### src/hbd_params.svh
// constants of the half-bridge driver control and diagnosis block
`ifndef HBD_PARAMS_SVH
`define HBD_PARAMS_SVH

`define HBD_WORD_W      16
`define HBD_NCH         6
`define HBD_SRR_BIT     15
`define HBD_ADDR_BIT    14
`define HBD_STAT_ADDR0  1'b0
`define HBD_CTRL_RST    16'h0000

`define HBD_CLK_NS      8
`define HBD_DEAD_NS     500
`define HBD_OC_DLY_NS   10000
`define HBD_OL_DLY_NS   30000
`define HBD_DEAD_CYC    ((`HBD_DEAD_NS + `HBD_CLK_NS - 1) / `HBD_CLK_NS)
`define HBD_OC_DLY_CYC  ((`HBD_OC_DLY_NS + `HBD_CLK_NS - 1) / `HBD_CLK_NS)
`define HBD_OL_DLY_CYC  ((`HBD_OL_DLY_NS + `HBD_CLK_NS - 1) / `HBD_CLK_NS)

`endif

### src/hbd_pkg.sv
// types of the half-bridge driver control and diagnosis block
`default_nettype none
`include "hbd_params.svh"

package hbd_pkg;

    // control word, bit 15 down to bit 0
    typedef struct packed {
        logic                    status_clear_request;
        logic                    addr;
        logic                    olsd_en;
        logic [`HBD_NCH-1:0]     act;
        logic [`HBD_NCH-1:0]     dir;
        logic                    rsv;
    } hbd_ctrl_s;

    // analog comparator outputs, one bit per half-bridge
    typedef struct packed {
        logic [`HBD_NCH-1:0]     oc;
        logic [`HBD_NCH-1:0]     ol;
        logic [`HBD_NCH-1:0]     xcur;
    } hbd_sense_s;

    typedef enum logic [1:0] {
        HBD_FR_IDLE  = 2'b00,
        HBD_FR_SHIFT = 2'b01,
        HBD_FR_END   = 2'b11
    } hbd_frame_e;

endpackage : hbd_pkg
`default_nettype wire

### src/hbd_core.sv
// serial slave, control word, supply and thermal supervision of six half-bridges
`timescale 1ns/1ps
`default_nettype none
`include "hbd_params.svh"

// Summary of operation
// - reset clears all stored data and places every bridge output off.
// - inhibit low means sleep: outputs off, serial registers held in reset.
// - supply undervoltage turns outputs off, keeps logic, shows supply fail until recovery.
// - supply overvoltage turns outputs off, unlatched supply fail, auto restart after.
// - logic supply undervoltage stops serial link and initialises all logic.
// - thermal warning bit follows the warning sensor level.
// - thermal shutdown latches all outputs off until status clear or reset.
// - qualified overcurrent turns the switch off and latches its flag.
// - qualified low-side open load latches its flag, switch stays on.
// - with shutdown enabled, open load also latches the output off.
// - never both switches of a bridge on; dead time between them.
// - cross-current turns both switches off and sets overcurrent flag.
// - each frame carries a 16-bit control word in and status out.
// - sample on falling serial clock edge, most significant bit first.
// - chip select low frames the transfer; its rise takes the control word.
// - data output released when chip select returns high.
// - control word applies at frame end and holds until replaced or reset.
// - diagnostic data captured into the shifter at chip select fall.
// - shifted-in bits pass on through the data output for daisy chains.
// - frame length is checked in clock counts before acting.
// - status clear bit clears latched errors of the addressed register.
// - address of one frame selects the status returned in the next.
// - activate bit enables a bridge; direction bit chooses high or low side.
module hbd_core #(
    parameter int unsigned DEAD_CYC = `HBD_DEAD_CYC,
    parameter int unsigned OC_CYC   = `HBD_OC_DLY_CYC,
    parameter int unsigned OL_CYC   = `HBD_OL_DLY_CYC
) (
    input  wire logic               clk,
    input  wire logic               rstn,
    input  wire logic               inhibit_input,
    input  wire logic               vdd_uv,
    input  wire logic               vs_uv,
    input  wire logic               vs_ov,
    input  wire logic               temp_warn,
    input  wire logic               temp_shutdown,
    input  wire logic               sclk,
    input  wire logic               chip_select_low,
    input  wire logic               sdi,
    input  wire hbd_pkg::hbd_sense_s sense,
    output logic                    sdo,
    output logic                    sdo_oe,
    output logic [`HBD_NCH-1:0]     hs_on,
    output logic [`HBD_NCH-1:0]     ls_on,
    output logic                    thermal_warning_flag,
    output logic                    supply_fail_flag,
    output hbd_pkg::hbd_ctrl_s      ctrl_word
);

    localparam int W  = `HBD_WORD_W;
    localparam int SW = $bits(hbd_pkg::hbd_sense_s) + 9;
    localparam logic [SW-1:0] SYNC_RST = {{(SW - 8){1'b0}}, 1'b1, 7'h00};

    // ------------------------------------------------------------
    // input synchronisers
    // ------------------------------------------------------------
    logic [SW-1:0]       meta_q;
    logic [SW-1:0]       sync_q;
    hbd_pkg::hbd_sense_s sense_s;
    logic                sdi_s;
    logic                csn_s;
    logic                sclk_s;
    logic                tsd_s;
    logic                tw_s;
    logic                ov_s;
    logic                uv_s;
    logic                vdduv_s;
    logic                inh_s;

    always_ff @(posedge clk) begin
        if (!rstn) begin
            meta_q <= SYNC_RST;
            sync_q <= SYNC_RST;
        end else begin
            meta_q <= {sense, sdi, chip_select_low, sclk, temp_shutdown, temp_warn,
                       vs_ov, vs_uv, vdd_uv, inhibit_input};
            sync_q <= meta_q;
        end
    end

    assign {sense_s, sdi_s, csn_s, sclk_s, tsd_s, tw_s, ov_s, uv_s, vdduv_s, inh_s} = sync_q;

    // sleep and logic undervoltage act like a reset on everything below
    logic sys_ok;
    logic sys_rst_n;

    assign sys_ok    = inh_s & ~vdduv_s;
    assign sys_rst_n = rstn & sys_ok;

    // ------------------------------------------------------------
    // edge detection on the link
    // ------------------------------------------------------------
    logic sclk_d_q;
    logic csn_d_q;
    logic sclk_rise;
    logic sclk_fall;
    logic csn_fall;
    logic csn_rise;

    always_ff @(posedge clk) begin
        if (!sys_rst_n) begin
            sclk_d_q <= 1'b0;
            csn_d_q  <= 1'b1;
        end else begin
            sclk_d_q <= sclk_s;
            csn_d_q  <= csn_s;
        end
    end

    assign sclk_rise = sclk_s & ~sclk_d_q;
    assign sclk_fall = ~sclk_s & sclk_d_q;
    assign csn_fall  = ~csn_s & csn_d_q;
    assign csn_rise  = csn_s & ~csn_d_q;

    // ------------------------------------------------------------
    // frame sequencing
    // ------------------------------------------------------------
    hbd_pkg::hbd_frame_e state_q;

    always_ff @(posedge clk) begin
        if (!sys_rst_n) begin
            state_q <= hbd_pkg::HBD_FR_IDLE;
        end else begin
            case (state_q)
                hbd_pkg::HBD_FR_IDLE: begin
                    if (csn_fall) begin
                        state_q <= hbd_pkg::HBD_FR_SHIFT;
                    end
                end
                hbd_pkg::HBD_FR_SHIFT: begin
                    if (csn_rise) begin
                        state_q <= hbd_pkg::HBD_FR_END;
                    end
                end
                hbd_pkg::HBD_FR_END: begin
                    state_q <= csn_fall ? hbd_pkg::HBD_FR_SHIFT : hbd_pkg::HBD_FR_IDLE;
                end
                default: begin
                    state_q <= hbd_pkg::HBD_FR_IDLE;
                end
            endcase
        end
    end

    // ------------------------------------------------------------
    // status word and shifter
    // ------------------------------------------------------------
    hbd_pkg::hbd_ctrl_s  ctrl_q;
    logic [W-1:0]        sr_q;
    logic [3:0]          cnt_q;
    logic                got_q;
    logic                sdo_q;
    logic                oe_q;
    logic                supply_fail_q;
    logic                tw_q;
    logic                tsd_q;
    logic [`HBD_NCH-1:0] oc_f;
    logic [`HBD_NCH-1:0] ol_f;
    logic [W-1:0]        status_w;
    logic                st_msb;
    logic                frame_ok;
    logic                take;
    logic                clr;
    logic                gbl_off;

    // second status address carries nothing in this block
    assign status_w = (ctrl_q.addr == `HBD_STAT_ADDR0)
                    ? {supply_fail_q, tw_q, tsd_q, oc_f, ol_f, 1'b0}
                    : '0;
    assign st_msb   = status_w[W-1];

    always_ff @(posedge clk) begin
        if (!sys_rst_n) begin
            sr_q  <= '0;
            cnt_q <= '0;
            got_q <= 1'b0;
            sdo_q <= 1'b0;
        end else if (csn_fall) begin
            sr_q  <= status_w;
            cnt_q <= '0;
            got_q <= 1'b0;
            sdo_q <= st_msb;
        end else if (state_q == hbd_pkg::HBD_FR_SHIFT && !csn_s) begin
            if (sclk_rise) begin
                sdo_q <= sr_q[W-1];
            end
            if (sclk_fall) begin
                sr_q  <= {sr_q[W-2:0], sdi_s};
                cnt_q <= cnt_q + 4'h1;
                got_q <= 1'b1;
            end
        end
    end

    // whole words only; daisy-chained frames keep the last word
    assign frame_ok = got_q && (cnt_q == 4'h0);
    assign take     = (state_q == hbd_pkg::HBD_FR_END) && frame_ok;
    assign clr      = take && sr_q[`HBD_SRR_BIT]
                   && (sr_q[`HBD_ADDR_BIT] == `HBD_STAT_ADDR0);

    always_ff @(posedge clk) begin
        if (!sys_rst_n) begin
            oe_q <= 1'b0;
        end else begin
            oe_q <= ~csn_s;
        end
    end

    assign sdo    = sdo_q;
    assign sdo_oe = oe_q;

    // ------------------------------------------------------------
    // control word
    // ------------------------------------------------------------
    always_ff @(posedge clk) begin
        if (!sys_rst_n) begin
            ctrl_q <= `HBD_CTRL_RST;
        end else if (take) begin
            ctrl_q <= sr_q;
        end
    end

    assign ctrl_word = ctrl_q;

    // ------------------------------------------------------------
    // supply and thermal supervision
    // ------------------------------------------------------------
    always_ff @(posedge clk) begin
        if (!sys_rst_n) begin
            supply_fail_q <= 1'b0;
            tw_q          <= 1'b0;
        end else begin
            supply_fail_q <= uv_s | ov_s;
            tw_q          <= tw_s;
        end
    end

    // a sensor still hot when cleared simply sets it again
    always_ff @(posedge clk) begin
        if (!sys_rst_n) begin
            tsd_q <= 1'b0;
        end else if (tsd_s) begin
            tsd_q <= 1'b1;
        end else if (clr) begin
            tsd_q <= 1'b0;
        end
    end

    assign gbl_off              = supply_fail_q | tsd_q;
    assign supply_fail_flag     = supply_fail_q;
    assign thermal_warning_flag = tw_q;

    // ------------------------------------------------------------
    // half-bridges
    // ------------------------------------------------------------
    for (genvar g = 0; g < `HBD_NCH; g++) begin : g_ch
        hbd_chan #(
            .DEAD_CYC (DEAD_CYC),
            .OC_CYC   (OC_CYC),
            .OL_CYC   (OL_CYC)
        ) u_chan (
            .clk      (clk),
            .rst_n    (sys_rst_n),
            .en       (ctrl_q.act[g]),
            .dir      (ctrl_q.dir[g]),
            .olsd_en  (ctrl_q.olsd_en),
            .gbl_off  (gbl_off),
            .clr      (clr),
            .oc_det   (sense_s.oc[g]),
            .ol_det   (sense_s.ol[g]),
            .xcur_det (sense_s.xcur[g]),
            .hs_on    (hs_on[g]),
            .ls_on    (ls_on[g]),
            .oc_flag  (oc_f[g]),
            .ol_flag  (ol_f[g])
        );
    end
endmodule : hbd_core
`default_nettype wire

### src/hbd_chan.sv
// one half-bridge: dead-time switching, fault qualification and latches
`timescale 1ns/1ps
`default_nettype none
`include "hbd_params.svh"

module hbd_chan #(
    parameter int unsigned DEAD_CYC = `HBD_DEAD_CYC,
    parameter int unsigned OC_CYC   = `HBD_OC_DLY_CYC,
    parameter int unsigned OL_CYC   = `HBD_OL_DLY_CYC
) (
    input  wire logic clk,
    input  wire logic rst_n,
    input  wire logic en,
    input  wire logic dir,
    input  wire logic olsd_en,
    input  wire logic gbl_off,
    input  wire logic clr,
    input  wire logic oc_det,
    input  wire logic ol_det,
    input  wire logic xcur_det,
    output logic      hs_on,
    output logic      ls_on,
    output logic      oc_flag,
    output logic      ol_flag
);

    localparam int CW = 16;
    localparam logic [CW-1:0] DEAD_LIM = CW'(DEAD_CYC);
    localparam logic [CW-1:0] OC_LIM   = CW'(OC_CYC - 1);
    localparam logic [CW-1:0] OL_LIM   = CW'(OL_CYC - 1);

    logic [CW-1:0] dt_q;
    logic [CW-1:0] oc_cnt_q;
    logic [CW-1:0] ol_cnt_q;
    logic          oc_l_q;
    logic          ol_l_q;
    logic          ol_off_q;
    logic          fault;
    logic          want_hs;
    logic          want_ls;
    logic          oc_cond;
    logic          ol_cond;
    logic          oc_hit;
    logic          ol_hit;

    assign fault   = oc_l_q | ol_off_q | xcur_det | gbl_off;
    assign want_hs = en & dir & ~fault;
    assign want_ls = en & ~dir & ~fault;
    assign oc_cond = (hs_on | ls_on) & oc_det;
    assign ol_cond = ls_on & ol_det;
    assign oc_hit  = oc_cond && (oc_cnt_q == OC_LIM);
    assign ol_hit  = ol_cond && (ol_cnt_q == OL_LIM);
    assign oc_flag = oc_l_q;
    assign ol_flag = ol_l_q;

    // ------------------------------------------------------------
    // delay qualification
    // ------------------------------------------------------------
    always_ff @(posedge clk) begin
        if (!rst_n) begin
            oc_cnt_q <= '0;
            ol_cnt_q <= '0;
        end else begin
            if (!oc_cond) begin
                oc_cnt_q <= '0;
            end else if (!oc_hit) begin
                oc_cnt_q <= oc_cnt_q + CW'(1);
            end
            if (!ol_cond) begin
                ol_cnt_q <= '0;
            end else if (!ol_hit) begin
                ol_cnt_q <= ol_cnt_q + CW'(1);
            end
        end
    end

    // ------------------------------------------------------------
    // fault latches, a new detection beats the clear
    // ------------------------------------------------------------
    always_ff @(posedge clk) begin
        if (!rst_n) begin
            oc_l_q   <= 1'b0;
            ol_l_q   <= 1'b0;
            ol_off_q <= 1'b0;
        end else begin
            if (oc_hit || xcur_det) begin
                oc_l_q <= 1'b1;
            end else if (clr) begin
                oc_l_q <= 1'b0;
            end
            if (ol_hit) begin
                ol_l_q <= 1'b1;
            end else if (clr) begin
                ol_l_q <= 1'b0;
            end
            if (ol_hit && olsd_en) begin
                ol_off_q <= 1'b1;
            end else if (clr) begin
                ol_off_q <= 1'b0;
            end
        end
    end

    // ------------------------------------------------------------
    // switch sequencing: off first, dead time, then on
    // ------------------------------------------------------------
    always_ff @(posedge clk) begin
        if (!rst_n) begin
            hs_on <= 1'b0;
            ls_on <= 1'b0;
            dt_q  <= '0;
        end else if ((hs_on && !want_hs) || (ls_on && !want_ls)) begin
            hs_on <= hs_on & want_hs;
            ls_on <= ls_on & want_ls;
            dt_q  <= DEAD_LIM;
        end else if (dt_q != '0) begin
            dt_q <= dt_q - CW'(1);
        end else if (want_hs && !ls_on) begin
            hs_on <= 1'b1;
        end else if (want_ls && !hs_on) begin
            ls_on <= 1'b1;
        end
    end
endmodule : hbd_chan
`default_nettype wire

### config.mk
export PLATFORM = sky130hd
export DESIGN_NAME = hbd_core
export DESIGN_NICKNAME = d
export VERILOG_FILES = /design/src/hbd_pkg.sv /design/src/hbd_core.sv /design/src/hbd_chan.sv
export VERILOG_INCLUDE_DIRS = /design/src
export SDC_FILE = /design/constraint.sdc
export NUM_CORES = 1
export LEC_CHECK = 0
export BUFFER_PORTS_ARGS = -buffer_cell sky130_fd_sc_hd__clkbuf_2
export CAP_MARGIN = 20
export CELL_PAD_IN_SITES_DETAIL_PLACEMENT = 0
export CELL_PAD_IN_SITES_GLOBAL_PLACEMENT = 1
export CORE_UTILIZATION = 48
export CTS_CLUSTER_DIAMETER = 80
export DETAILED_ROUTE_END_ITERATION = 10
export PLACE_DENSITY_LB_ADDON = 0.1
export REMOVE_ABC_BUFFERS = 1
export SETUP_SLACK_MARGIN = 0.05
export SLEW_MARGIN = 20
export SYNTH_ARGS = -nofsm -noshare
export SYNTH_HDL_FRONTEND = slang
export SYNTH_SLANG_ARGS = --single-unit
### constraint.sdc
create_clock -name clk -period 2.1 [get_ports clk]
set_input_delay 0.315 -clock clk [delete_from_list [all_inputs] [get_ports clk]]
set_output_delay 0.315 -clock clk [all_outputs]
set_load 0.005 [all_outputs]
==> Flow_metrics.wiki, run 1 <==
{| class="wikitable"
! Metric !! Value
|-
| Run status || finished clean
|-
| Clk Latency, worst-skew pair || 580 ps
|-
| Number of CTS-inserted buffers || 47
|-
| Hold WC Path Type || in -> reg
|-
| Final #Nets || 2187
|-
| Buffers from clock root to sink, at most || 3
|-
| Fraction of synthesis flops using an asynchronous set or reset pin || 0%
|-
| Biggest fanout along the worst timing path || 4
|-
| Per-cell routed wire length || 14.3 microns
|-
| Initial cell density of the core || 48.8%
|-
| Area delta synth->final || 15.9%
|-
| Critical path's top delay family || simple AND/OR/NAND/NOR gates
|-
| Largest net degree at the start of global routing || 55
|-
| Max frequency || 509 MHz
|-
| Number of instances in the synthesized netlist || 2007
|-
| Final critical path time including I/O delays and setup || 1960 ps
|-
| Antenna violations before repair || 1
|-
| Fraction of post-synthesis cell area in the top cell type by area || 46.9%
|-
| Power after layout || 16500 uW
|-
| Leakage power total || 0.00716 uW
|-
| Critical-path cell list || inv_1 > ha_1 > or4b_4 > nand4b_1 > nor4b_1 > xnor2_1 > nor2_1
|-
| Endpoint type of the worst setup path || flip-flop
|-
| Final Slew Violations || 0
|-
| Kind of start point of the critical path || flip-flop
|-
| Biggest area contributors in the synthesized netlist || sky130_fd_sc_hd__dfxtp_1, sky130_fd_sc_hd__nor2_1, sky130_fd_sc_hd__xnor2_1
|-
| Area enclosed by the die boundary || 0.0380 sq mm
|-
| Count of flip-flops with a built-in enable after synthesis || 0
|-
| Slew at the pin closest to its max-slew limit || 631 ps
|-
| Power density over the cells || 798 mW/mm^2
|-
| Proportion of layout cells with a drive suffix above 1 || 10.3%
|-
| Routed via count || 13.8k
|-
| Unrepaired setup endpoints after global routing || no
|-
| Die Ht || 195 microns
|-
| Final setup violation count || 0
|-
| Clock slew at reported path FFs || 60 ps
|-
| Detail-routed via count per cell || 5.27
|-
| Primary flip-flop cell chosen by synthesis mapping || sky130_fd_sc_hd__dfxtp_1
|-
| Final wirelength || 37600 microns
|-
| CTS tree || done
|-
| Wire length of the first global-routing pass || 63400 microns
|-
| First-pass iteration count of the detailed router || 5
|-
| Total number of H-tree levels || 2
|-
| Final sum of negative setup slack || 0 ps
|-
| Max Cap Viol || 0
|-
| Classification of the worst setup path || reg -> reg
|-
| Mean Syn Cell Area || 8.90 sq um
|-
| Max Clock Skew || 17.9 ps
|-
| Count of different cell masters after synthesis || 55
|-
| Yosys warning count || 0
|-
| Worst IR Drop VDD || 0.658 mV
|-
| Part of the Yosys area used for sequential elements || 46.9%
|-
| Worst slew margin relative to its limit || 57.4%
|-
| Number of endpoints with negative hold slack in the final report || 0
|-
| Number of global-route vias before repair || 13.1k
|-
| Required time at the endpoint of the critical path || 2550 ps
|-
| Placeable core region || 0.0366 sq mm
|-
| Post-Synthesis Cell Area || 0.0179 sq mm
|-
| Buffers added on ports || 60
|-
| Sink count of the clock tree || 418
|-
| Number of nets with antenna violations after detailed routing || 0
|-
| Crit-path max cell delay || 480 ps
|-
| Count of standard-cell rows || 70
|-
| Slowest CP cell || sky130_fd_sc_hd__or4b_4
|-
| Gr usage total || 20.0%
|-
| Number of top-level design ports || 61
|-
| Placed wire-length estimate after detailed placement || 25300 microns
|-
| Final period utilization || 93.5%
|-
| Total grt overflow || 0
|-
| RePlAce Congestion || 0.818
|-
| Residual DRC count || 0
|-
| Synth Register Bits || 418
|-
| Worst path arrival time || 2420 ps
|-
| Initial DRC count || 613
|-
| Clock root cell || sky130_fd_sc_hd__clkbuf_16
|-
| Width of the die || 195 microns
|-
| Buf/Inv on CP || 1
|-
| Area leader, netlist || sky130_fd_sc_hd__dfxtp_1
|}
[state kept, by name, summed over array words and instances (netlist names), 16 cells and up]
register and flops:
meta_q 27, g_ch.u_chan.ol_cnt_q 96, g_ch.u_chan.oc_cnt_q 96, sync_q 27, g_ch.u_chan.dt_q 96, ctrl_word 16
sr_q 16
[what timing repair did]
action                                  CTS  global route
hold buffers                             27             0
endpoints found under the setup margin    0            76
gates resized for setup                   0            17
setup buffers                             0             0
endpoints found under the hold margin    27             0
[worst register-to-register path: stages (launching register included)]
cell                       delay (ps)
sky130_fd_sc_hd__dfxtp_1          340
sky130_fd_sc_hd__inv_1            100
sky130_fd_sc_hd__ha_1             150
sky130_fd_sc_hd__or4b_4           480
sky130_fd_sc_hd__nand4b_1         300
sky130_fd_sc_hd__nor4b_1          250
sky130_fd_sc_hd__xnor2_1          170
sky130_fd_sc_hd__nor2_1            50
[metrics by stage]
step	std cells	setup WS (ps)	utilization (%)	cell area, sq um	hold slack [ps]
finish	2624	136	56.5	20700	311
global route	2623	54.2	56.5	20700	365
CTS	2623	112	56.4	20600	309
detailed placement	2512	132	51.3	18800	391
global placement	2512	132	51.3	18800	395
floorplan	1931	-2100	-	17500	386
[layout make-up]
class | count | area (sq um)
fillers | 3401 | 15900
repair buffers | 140 | 1000
multi-input cells | 1465 | 8980
well taps | 468 | 586
inverters | 48 | 180
clock inverters | 14 | 209
flip-flops and latches | 418 | 8370
clock buffers | 70 | 1370
diodes | 1 | 2.50
[path summary, 6_finish.rpt]
check                                         to                                 from  slack, ps  depth (start not counted)
min                         sync_q[7]$_SDFF_PN1_                                 rstn        310                          3
max reg2reg  g_ch[5].u_chan.dt_q[8]$_SDFFE_PP0P_  g_ch[5].u_chan.dt_q[0]$_SDFFE_PN0P_        140                          7
max          g_ch[5].u_chan.dt_q[8]$_SDFFE_PP0P_  g_ch[5].u_chan.dt_q[0]$_SDFFE_PN0P_        140                          7
min reg2reg                 sync_q[7]$_SDFF_PN1_                 meta_q[7]$_SDFF_PN1_        400                          1
[layer usage]
metal	routed length, microns	track usage, %	vias to the layer above
li1	-	-	7125
met1	18500	26.8	6464
met2	16700	32.4	165
met3	1390	3.47	70
met4	986	7.26	0
met5	0	0	-
[kinds of logic after synthesis]
logic type | share of synthesized area [%]
and+or+nand+nor | 27.6
adders and majority gates | 2.66
muxes | 2.12
buffers and inverters | 3.19
AOI/OAI and AO/OA | 7.20
xor gates and xnor gates | 10.4
DFF | 46.9
[report_power, final]
group / total [uW] / internal, uW / switching [uW] / leakage (uW)
registers: 8000 / 7980 / 19.7 / 0.00338
clock network: 8340 / 5100 / 3240 / 0.000767
logic: 182 / 91.8 / 90.4 / 0.00301
total: 16500 / 13200 / 3350 / 0.00716
[Yosys cell counts, types with 4 or more instances]
master	instances
sky130_fd_sc_hd__nand3_1	97
sky130_fd_sc_hd__or4b_1	5
sky130_fd_sc_hd__or3_1	34
sky130_fd_sc_hd__o2111a_1	6
sky130_fd_sc_hd__inv_1	48
sky130_fd_sc_hd__a21oi_1	89
sky130_fd_sc_hd__o31ai_1	4
sky130_fd_sc_hd__a211oi_1	28
sky130_fd_sc_hd__nand2_1	122
sky130_fd_sc_hd__nor4bb_1	4
sky130_fd_sc_hd__o21ai_1	6
sky130_fd_sc_hd__o211ai_1	7
sky130_fd_sc_hd__nor2b_1	12
sky130_fd_sc_hd__nand3b_1	16
sky130_fd_sc_hd__or2_2	8
sky130_fd_sc_hd__or4_1	8
sky130_fd_sc_hd__xor2_1	105
sky130_fd_sc_hd__o21ai_0	39
sky130_fd_sc_hd__nor3_1	59
sky130_fd_sc_hd__nand2b_1	20
sky130_fd_sc_hd__and3_1	24
sky130_fd_sc_hd__nor4_1	43
sky130_fd_sc_hd__xnor2_1	107
sky130_fd_sc_hd__nor3b_1	13
sky130_fd_sc_hd__mux2i_1	34
sky130_fd_sc_hd__dfxtp_1	418
sky130_fd_sc_hd__a31oi_1	20
sky130_fd_sc_hd__and2_1	58
sky130_fd_sc_hd__and4_1	13
sky130_fd_sc_hd__nand4_1	43
sky130_fd_sc_hd__nand4b_1	8
sky130_fd_sc_hd__buf_4	25
sky130_fd_sc_hd__nor2_1	343
sky130_fd_sc_hd__o21a_1	7
sky130_fd_sc_hd__nor4b_1	19
sky130_fd_sc_hd__clkbuf_1	43
sky130_fd_sc_hd__buf_2	8
sky130_fd_sc_hd__ha_1	38
[layout by cell type (no fill, tap or decap), types with 15 or more instances in the layout]
cell,n
sky130_fd_sc_hd__dfxtp_1,417
sky130_fd_sc_hd__nor2_1,342
sky130_fd_sc_hd__nand2_1,122
sky130_fd_sc_hd__xnor2_1,107
sky130_fd_sc_hd__xor2_1,105
sky130_fd_sc_hd__nand3_1,96
sky130_fd_sc_hd__a21oi_1,89
sky130_fd_sc_hd__clkbuf_2,60
sky130_fd_sc_hd__and2_1,58
sky130_fd_sc_hd__nor3_1,55
sky130_fd_sc_hd__clkbuf_16,49
sky130_fd_sc_hd__buf_4,48
sky130_fd_sc_hd__inv_1,47
sky130_fd_sc_hd__nand4_1,43
sky130_fd_sc_hd__nor4_1,43
sky130_fd_sc_hd__o21ai_0,38
sky130_fd_sc_hd__ha_1,38
sky130_fd_sc_hd__or3_1,34
sky130_fd_sc_hd__mux2i_1,34
sky130_fd_sc_hd__a211oi_1,28
sky130_fd_sc_hd__dlygate4sd3_1,27
sky130_fd_sc_hd__and3_1,24
sky130_fd_sc_hd__a31oi_1,20
sky130_fd_sc_hd__nand2b_1,20
sky130_fd_sc_hd__nor4b_1,18
sky130_fd_sc_hd__nand3b_1,16
sky130_fd_sc_hd__clkbuf_1,15
(Power assumes the default switching activity.)
==> run 2: changes to the inputs <==
Settings changed: CORE_UTILIZATION 48 to 52, SYNTH_HIERARCHICAL set to 1.
Clock period 2.1 ns to 2.3 ns, I/O delays scaled along.
==> Flow_metrics.wiki, run 2 <==
{| class="wikitable"
! Metric !! Value
|-
| Routed via count || 15.8k (was 13.8k)
|-
| Worst slew margin relative to its limit || 46.4% (was 57.4%)
|-
| Wire length of the first global-routing pass || 70300 microns (was 63400 microns)
|-
| Max Cap Viol || 0 (unchanged)
|-
| Number of endpoints with negative hold slack in the final report || 0 (unchanged)
|-
| Run status || finished clean (unchanged)
|-
| Registers with the highest flip-flop counts || g_ch.u_chan/dt_q x96, g_ch.u_chan/oc_cnt_q x96, g_ch.u_chan/ol_cnt_q x96 (was g_ch.u_chan.dt_q x96, g_ch.u_chan.oc_cnt_q x96, g_ch.u_chan.ol_cnt_q x96)
|-
| Number of top-level design ports || 61 (unchanged)
|-
| Endpoint of the worst hold path || meta_q[16]$_SDFF_PN0_ (was sync_q[7]$_SDFF_PN1_)
|-
| CTS tree || done (unchanged)
|-
| Fraction of post-synthesis cell area in the top cell type by area || 44.1% (was 46.9%)
|-
| RePlAce Congestion || 0.806 (was 0.818)
|-
| Crit-path max cell delay || 570 ps (was 480 ps)
|-
| Initial DRC count || 674 (was 613)
|-
| Endpoint of the most critical register-to-register path || g_ch[0].u_chan/dt_q[2]$_SDFFE_PN0P_ (was g_ch[5].u_chan.dt_q[8]$_SDFFE_PP0P_)
|-
| Sink count of the clock tree || 418 (unchanged)
|-
| Synth Register Bits || 418 (unchanged)
|-
| Width of the die || 193 microns (was 195 microns)
|-
| Number of cells on the worst hold path || 2 (was 3)
|-
| Area occupied by multi-input gates || 0.00996 sq mm (was 0.00898 sq mm)
|-
| Leading cell type in the layout, fill and taps excluded || sky130_fd_sc_hd__dfxtp_1 (unchanged)
|-
| Detail-routed via count per cell || 5.74 (was 5.27)
|-
| Antenna violations before repair || 0 (was 1)
|-
| Initial cell density of the core || 53.0% (was 48.8%)
|-
| Commonest cells after routing, fill and taps aside || sky130_fd_sc_hd__dfxtp_1, sky130_fd_sc_hd__nor2_1, sky130_fd_sc_hd__a21oi_1 (was sky130_fd_sc_hd__dfxtp_1, sky130_fd_sc_hd__nor2_1, sky130_fd_sc_hd__nand2_1)
|-
| Number of global-route vias before repair || 14.6k (was 13.1k)
|-
| Hold WS || 24.6 ps (was 311 ps)
|-
| Worst IR Drop VDD || 0.572 mV (was 0.658 mV)
|-
| Gr usage total || 22.7% (was 20.0%)
|-
| Proportion of layout cells with a drive suffix above 1 || 10.1% (was 10.3%)
|-
| Endpoint type of the worst setup path || flip-flop (unchanged)
|-
| Buf/Inv on CP || 0 (was 1)
|-
| Worst path arrival time || 2610 ps (was 2420 ps)
|-
| Residual DRC count || 0 (unchanged)
|-
| Count of different cell masters after synthesis || 74 (was 55)
|-
| Final sum of negative setup slack || 0 ps (unchanged)
|-
| Final period utilization || 93.7% (was 93.5%)
|-
| Setup slack of the critical path after layout || 145 ps (was 136 ps)
|-
| Number of instances in the synthesized netlist || 2168 (was 2007)
|-
| Critical-path cell list || or2_4 > or4b_1 > nor4b_2 > nor3_1 > o31a_1 (was inv_1 > ha_1 > or4b_4 > nand4b_1 > nor4b_1 > xnor2_1 > nor2_1)
|-
| Number of CTS-inserted buffers || 46 (was 47)
|-
| Fraction of synthesis flops using an asynchronous set or reset pin || 0% (unchanged)
|-
| Total number of H-tree levels || 2 (unchanged)
|-
| Max Clock Skew || 18.5 ps (was 17.9 ps)
|-
| Max frequency || 464 MHz (was 509 MHz)
|-
| Yosys warning count || 6 (was 0)
|-
| Post-Synthesis Cell Area || 0.0190 sq mm (was 0.0179 sq mm)
|-
| Per-cell routed wire length || 15.3 microns (was 14.3 microns)
|-
| Final #Nets || 2318 (was 2187)
|-
| Mean Syn Cell Area || 8.75 sq um (was 8.90 sq um)
|-
| Leakage power total || 0.00725 uW (was 0.00716 uW)
|-
| Placeable core region || 0.0357 sq mm (was 0.0366 sq mm)
|-
| Clock slew at reported path FFs || 60 ps (about the same)
|-
| Count of standard-cell rows || 69 (was 70)
|-
| Final Slew Violations || 0 (unchanged)
|-
| Required time at the endpoint of the critical path || 2750 ps (was 2550 ps)
|-
| Final wirelength || 42200 microns (was 37600 microns)
|-
| Count of flip-flops with a built-in enable after synthesis || 0 (unchanged)
|-
| Dominant cell by count in the synthesized netlist || sky130_fd_sc_hd__dfxtp_1 (unchanged)
|-
| Clock root cell || sky130_fd_sc_hd__clkbuf_16 (unchanged)
|-
| Final critical path time including I/O delays and setup || 2150 ps (was 1960 ps)
|-
| First-pass iteration count of the detailed router || 7 (was 5)
|-
| Total grt overflow || 0 (unchanged)
|-
| Filler cell count in the final layout || 3213 (was 3401)
|-
| Primary flip-flop cell chosen by synthesis mapping || sky130_fd_sc_hd__dfxtp_1 (unchanged)
|-
| Beginning of the worst hold path || sense[7] (was rstn)
|-
| Classification of the worst setup path || reg -> reg (unchanged)
|-
| Worst reg-to-reg setup slack || 150 ps (was 140 ps)
|-
| Area leader, netlist || sky130_fd_sc_hd__dfxtp_1 (unchanged)
|-
| Post-placement worst setup slack || -67.6 ps (was 132 ps)
|-
| Final setup violation count || 0 (unchanged)
|-
| Sequential cell area || 0.00837 sq mm (about the same)
|-
| Placed wire-length estimate after detailed placement || 28300 microns (was 25300 microns)
|-
| Number of nets with antenna violations after detailed routing || 0 (unchanged)
|-
| Reg-to-reg startpoint || tsd_q$_SDFFE_PN0P_ (was g_ch[5].u_chan.dt_q[0]$_SDFFE_PN0P_)
|-
| Slowest CP cell || sky130_fd_sc_hd__or4b_1 (was sky130_fd_sc_hd__or4b_4)
|-
| Slew at the pin closest to its max-slew limit || 801 ps (was 631 ps)
|-
| Biggest fanout along the worst timing path || 6 (was 4)
|-
| Unrepaired setup endpoints after global routing || no (unchanged)
|-
| Critical path's top delay family || simple AND/OR/NAND/NOR gates (unchanged)
|-
| Area enclosed by the die boundary || 0.0372 sq mm (was 0.0380 sq mm)
|-
| Register-to-Register Path Depth || 5 (was 7)
|-
| Power density over the cells || 699 mW/mm^2 (was 798 mW/mm^2)
|-
| Buffers added on ports || 60 (unchanged)
|-
| Clk Latency, worst-skew pair || 560 ps (was 580 ps)
|-
| Antenna fix cells || 0 (was 1)
|-
| Hold WC Path Type || in -> reg (unchanged)
|-
| Area delta synth->final || 14.3% (was 15.9%)
|-
| Top post-synthesis cells by count || sky130_fd_sc_hd__dfxtp_1, sky130_fd_sc_hd__nor2_1, sky130_fd_sc_hd__a21oi_1 (was sky130_fd_sc_hd__dfxtp_1, sky130_fd_sc_hd__nor2_1, sky130_fd_sc_hd__nand2_1)
|-
| Biggest area contributors in the synthesized netlist || sky130_fd_sc_hd__dfxtp_1, sky130_fd_sc_hd__nor2_1, sky130_fd_sc_hd__a21oi_1 (was sky130_fd_sc_hd__dfxtp_1, sky130_fd_sc_hd__nor2_1, sky130_fd_sc_hd__xnor2_1)
|-
| Kind of start point of the critical path || flip-flop (unchanged)
|-
| Part of the Yosys area used for sequential elements || 44.1% (was 46.9%)
|-
| Buffers from clock root to sink, at most || 3 (unchanged)
|-
| Largest net degree at the start of global routing || 55 (unchanged)
|-
| Die Ht || 193 microns (was 195 microns)
|}
-- run 2: kinds of logic (layout without fill, tap and decap cells) --
family | Yosys count | after routing | share of synthesized area, %
AO/OA/AOI/OAI | 405 | 405 | 13.3
XOR/XNOR | 123 | 123 | 5.68
adder cells (fa/ha/maj) | 34 | 34 | 2.23
buffers and inverters | 163 | 285 | 3.62
flip-flops | 418 | 418 | 44.1
multiplexers | 15 | 15 | 0.798
AND/OR/NAND/NOR | 1010 | 1010 | 30.3
-- run 2: repair_timing --
action	CTS	global route
setup buffers	0	0
hold buffers	22	0
resized for setup	6	3
pin swaps	0	3
endpoints found under the setup margin	30	9
hold endpoints to repair	22	0
-- run 2: worst max path at each step --
stage	startpoint	end	slack (ps)	cells past startpoint
4_1_cts	tsd_q$_SDFFE_PN0P_	g_ch[0].u_chan/dt_q[2]$_SDFFE_PN0P_	160	5
5_1_grt	g_ch[5].u_chan/dt_q[1]$_SDFFE_PN0P_	g_ch[5].u_chan/dt_q[7]$_SDFFE_PP0P_	60	7
6_report	tsd_q$_SDFFE_PN0P_	g_ch[0].u_chan/dt_q[2]$_SDFFE_PN0P_	150	5
3_3_place_gp	tsd_q$_SDFFE_PN0P_	g_ch[3].u_chan/dt_q[5]$_SDFFE_PN0P_	-30	5
3_5_place_dp	tsd_q$_SDFFE_PN0P_	g_ch[0].u_chan/dt_q[2]$_SDFFE_PN0P_	-70	5
2_1_floorplan	sync_q[1]$_SDFF_PN0_	g_ch[0].u_chan/oc_cnt_q[1]$_SDFFE_PN0N_	-950	4
-- run 2: layout make-up --
class,instances,area share (%)
timing repair buffer,128,4.11
clock inverter,13,0.929
sequential,418,38.6
tap,461,2.66
clock buffer,69,6.46
inverter,75,1.30
multi-input combinational,1587,45.9
-- run 2: metrics by stage --
stage          util [%]  std cells  power (uW)  instance area (sq um)
2_1_floorplan         -       2080        7520                  18600
3_3_place_gp       55.4       2647        7600                  19800
3_5_place_dp       55.4       2647        7600                  19800
4_1_cts            60.6       2751       15300                  21700
5_1_grt            60.7       2751       15700                  21700
6_report           60.7       2751       15200                  21700
-- run 2: where the power goes --
group | internal, uW | switching [uW] | total [uW]
clock network | 4760 | 2920 | 7680
logic | 82.6 | 79.9 | 162
registers | 7290 | 20.4 | 7310
total | 12100 | 3020 | 15200
-- run 2: metal layers --
layer  wire [microns]  up-vias  global-route usage, %
met4              898        0                   7.45
met3             1670       60                   3.66
met5                0        -                      0
met2            19200      235                   36.9
li1                 -     8083                      -
met1            20400     7413                   30.7
==> run 3: changes to the inputs <==
==> constraint.sdc (replaced) <==
create_clock -name clk -period 2.3 [get_ports clk]
set_input_delay 0.23 -clock clk [delete_from_list [all_inputs] [get_ports clk]]
set_output_delay 0.23 -clock clk [all_outputs]
set_load 0.005 [all_outputs]
==> Flow_metrics.wiki, run 3 (synthesized netlist as in run 2, its figures left out) <==
{| class="wikitable"
! Metric !! Value
|-
| Kind of start point of the critical path || flip-flop (unchanged)
|-
| Combinational Power Share || 1.1% (about the same)
|-
| Leakage power total || 0.00726 uW (was 0.00725 uW)
|-
| Total grt overflow || 0 (unchanged)
|-
| Buffers added on ports || 60 (unchanged)
|-
| Placed wire-length estimate after detailed placement || 28100 microns (was 28300 microns)
|-
| Slew at the pin closest to its max-slew limit || 819 ps (was 801 ps)
|-
| Initial DRC count || 725 (was 674)
|-
| Wire length of the first global-routing pass || 69900 microns (was 70300 microns)
|-
| Max Cap Viol || 0 (unchanged)
|-
| Proportion of layout cells with a drive suffix above 1 || 10.1% (about the same)
|-
| Cell area after placement || 0.0198 sq mm (about the same)
|-
| Antenna fix cells || 0 (unchanged)
|-
| Worst setup path startpoint || tsd_q$_SDFFE_PN0P_ (unchanged)
|-
| Number of endpoints with negative hold slack in the final report || 0 (unchanged)
|-
| Worst reg-to-reg setup slack || 140 ps (was 150 ps)
|-
| Count of non-filler cells in the finished layout || 2756 (was 2751)
|-
| Per-cell routed wire length || 15.2 microns (was 15.3 microns)
|-
| Number of global-route vias before repair || 14.6k (about the same)
|-
| Classification of the worst setup path || reg -> reg (unchanged)
|-
| Critical-path cell list || or2_4 > or4b_1 > nor4b_4 > nor3_1 > o31a_1 (was or2_4 > or4b_1 > nor4b_2 > nor3_1 > o31a_1)
|-
| Initial cell density of the core || 53.0% (unchanged)
|-
| Detail-routed via count per cell || 5.71 (was 5.74)
|-
| End point of the critical path || g_ch[0].u_chan/dt_q[4]$_SDFFE_PN0P_ (was g_ch[0].u_chan/dt_q[2]$_SDFFE_PN0P_)
|-
| Hold WC Path Type || in -> reg (unchanged)
|-
| Max Clock Skew || 9.45 ps (was 18.5 ps)
|-
| Registers with the highest flip-flop counts || g_ch.u_chan/dt_q x96, g_ch.u_chan/oc_cnt_q x96, g_ch.u_chan/ol_cnt_q x96 (unchanged)
|-
| Clock root cell || sky130_fd_sc_hd__clkbuf_16 (unchanged)
|-
| Sink count of the clock tree || 418 (unchanged)
|-
| RePlAce Congestion || 0.798 (was 0.806)
|-
| Crit-path max cell delay || 600 ps (was 570 ps)
|-
| Final Slew Violations || 0 (unchanged)
|-
| Slowest CP cell || sky130_fd_sc_hd__or4b_1 (unchanged)
|-
| Switching fraction of total power || 20.5% (was 20.0%)
|-
| Worst path arrival time || 2610 ps (about the same)
|-
| Clock slew at reported path FFs || 60 ps (about the same)
|-
| Final #Nets || 2320 (was 2318)
|-
| Total number of H-tree levels || 2 (unchanged)
|-
| Final setup violation count || 0 (unchanged)
|-
| Register-to-Register Path Depth || 5 (unchanged)
|-
| Clock network fraction of design power || 50.7% (about the same)
|-
| Number of buffers inserted to repair setup after CTS || 0 (unchanged)
|-
| Required time at the endpoint of the critical path || 2750 ps (about the same)
|-
| Max frequency || 463 MHz (was 464 MHz)
|-
| Reg-to-reg startpoint || tsd_q$_SDFFE_PN0P_ (unchanged)
|-
| Number of CTS-inserted buffers || 46 (unchanged)
|-
| Count of standard-cell rows || 69 (unchanged)
|-
| Power density over the cells || 698 mW/mm^2 (was 699 mW/mm^2)
|-
| Relative contribution of sequential cells to total power || 48.2% (about the same)
|-
| Leading cell type in the layout, fill and taps excluded || sky130_fd_sc_hd__dfxtp_1 (unchanged)
|-
| Number of top-level design ports || 61 (unchanged)
|-
| Width of the die || 193 microns (unchanged)
|-
| Beginning of the worst hold path || rstn (was sense[7])
|-
| Utilization after layout || 60.7% (about the same)
|-
| Die Ht || 193 microns (unchanged)
|-
| Filler cell count in the final layout || 3221 (was 3213)
|-
| Gr usage total || 22.5% (was 22.7%)
|-
| Worst slew margin relative to its limit || 45.2% (was 46.4%)
|-
| Final sum of negative setup slack || 0 ps (unchanged)
|-
| Final wirelength || 41900 microns (was 42200 microns)
|-
| Cell-internal power || 12000 uW (was 12100 uW)
|-
| Number of instances in the placed design || 2644 (was 2647)
|-
| Worst IR Drop VDD || 0.639 mV (was 0.572 mV)
|-
| First-pass iteration count of the detailed router || 5 (was 7)
|-
| Antenna violations before repair || 0 (unchanged)
|-
| CTS tree || done (unchanged)
|-
| Placeable core region || 0.0357 sq mm (unchanged)
|-
| Final critical path time including I/O delays and setup || 2160 ps (was 2150 ps)
|-
| Final period utilization || 94.0% (was 93.7%)
|-
| Unrepaired setup endpoints after global routing || no (unchanged)
|-
| Largest net degree at the start of global routing || 55 (unchanged)
|-
| Number of nets with antenna violations after detailed routing || 0 (unchanged)
|-
| Endpoint of the most critical register-to-register path || g_ch[0].u_chan/dt_q[4]$_SDFFE_PN0P_ (was g_ch[0].u_chan/dt_q[2]$_SDFFE_PN0P_)
|-
| Clk Latency, worst-skew pair || 560 ps (about the same)
|-
| Area enclosed by the die boundary || 0.0372 sq mm (unchanged)
|-
| Power after layout || 15200 uW (about the same)
|-
| Run status || finished clean (unchanged)
|-
| Final design area excluding fillers || 0.0217 sq mm (about the same)
|-
| Routed via count || 15.7k (was 15.8k)
|-
| Buffers from clock root to sink, at most || 3 (unchanged)
|-
| Endpoint type of the worst setup path || flip-flop (unchanged)
|-
| Switching component of the power || 3110 uW (was 3020 uW)
|-
| Commonest cells after routing, fill and taps aside || sky130_fd_sc_hd__dfxtp_1, sky130_fd_sc_hd__nor2_1, sky130_fd_sc_hd__a21oi_1 (unchanged)
|-
| Residual DRC count || 0 (unchanged)
|-
| Biggest fanout along the worst timing path || 6 (unchanged)
|-
| Area delta synth->final || 14.5% (was 14.3%)
|}
-- run 3: changes by cell type in the layout (fill, tap and decap cells not counted), moves of 2 or more --
| cell | before | now |
|---|---|---|
| sky130_fd_sc_hd__clkinv_4 | 0 | 4 |
| sky130_fd_sc_hd__buf_4 | 44 | 42 |
| sky130_fd_sc_hd__clkinv_2 | 5 | 11 |
| sky130_fd_sc_hd__dlygate4sd3_1 | 22 | 27 |
| sky130_fd_sc_hd__clkbuf_8 | 10 | 3 |
-- run 3: power groups by stage --
stage | clock network, uW | registers, uW | logic (uW)
finish | 7680 | 7310 | 166
global route | 8160 | 7310 | 183
CTS | 7880 | 7310 | 168
detailed placement | 0 | 7470 | 132
global placement | 0 | 7470 | 130
floorplan | 0 | 7460 | 57.8
-- run 3: repair_timing --
action / CTS / global route
endpoints found under the setup margin: 19 / 16
hold buffers: 27 / 0
endpoints found under the hold margin: 27 / 0
gates resized for setup: 3 / 8
pin swaps: 0 / 2
-- run 3: how the worst min path moves through the flow --
stage	endpoint	slack, ps	cells past startpoint
2_1_floorplan	meta_q[7]$_SDFF_PN1_	300	1
3_5_place_dp	sync_q[7]$_SDFF_PN1_	400	1
4_1_cts	tsd_q$_SDFFE_PN0P_	200	5
5_1_grt	tsd_q$_SDFFE_PN0P_	260	5
3_3_place_gp	sync_q[7]$_SDFF_PN1_	400	1
6_report	tsd_q$_SDFFE_PN0P_	220	5
-- run 3: worst max-delay path: cells and delay by family (launching register included) --
family / cells / cell delay, ps
flops: 1 / 310
simple gates: 4 / 1430
compound gates: 1 / 320
-- run 3: stage by stage --
stage | hold WS, ps | setup WS [ps]
after global placement | 396 | -29.1
after detailed placement | 398 | -50.1
after CTS | 195 | 67.6
after floorplan | 303 | -948
after global routing | 260 | 63.3
final | 224 | 139
-- run 3: layout make-up --
cell class | count | area (sq um) | area share [%]
multi-input cells | 1587 | 9970 | 45.9
flip-flops and latches | 418 | 8370 | 38.6
clock buffers | 61 | 1300 | 6.00
repair buffers | 130 | 906 | 4.17
well taps | 461 | 577 | 2.66
clock inverters | 24 | 297 | 1.37
inverters | 75 | 283 | 1.30
-- run 3: per-layer routing --
metal | vias to the layer above | global-route usage, % | wire length [microns]
met2 | 219 | 36.4 | 19300
met1 | 7381 | 30.7 | 20300
met5 | - | 0 | 0
li1 | 8088 | - | -
met3 | 56 | 3.71 | 1530
met4 | 0 | 7.03 | 823
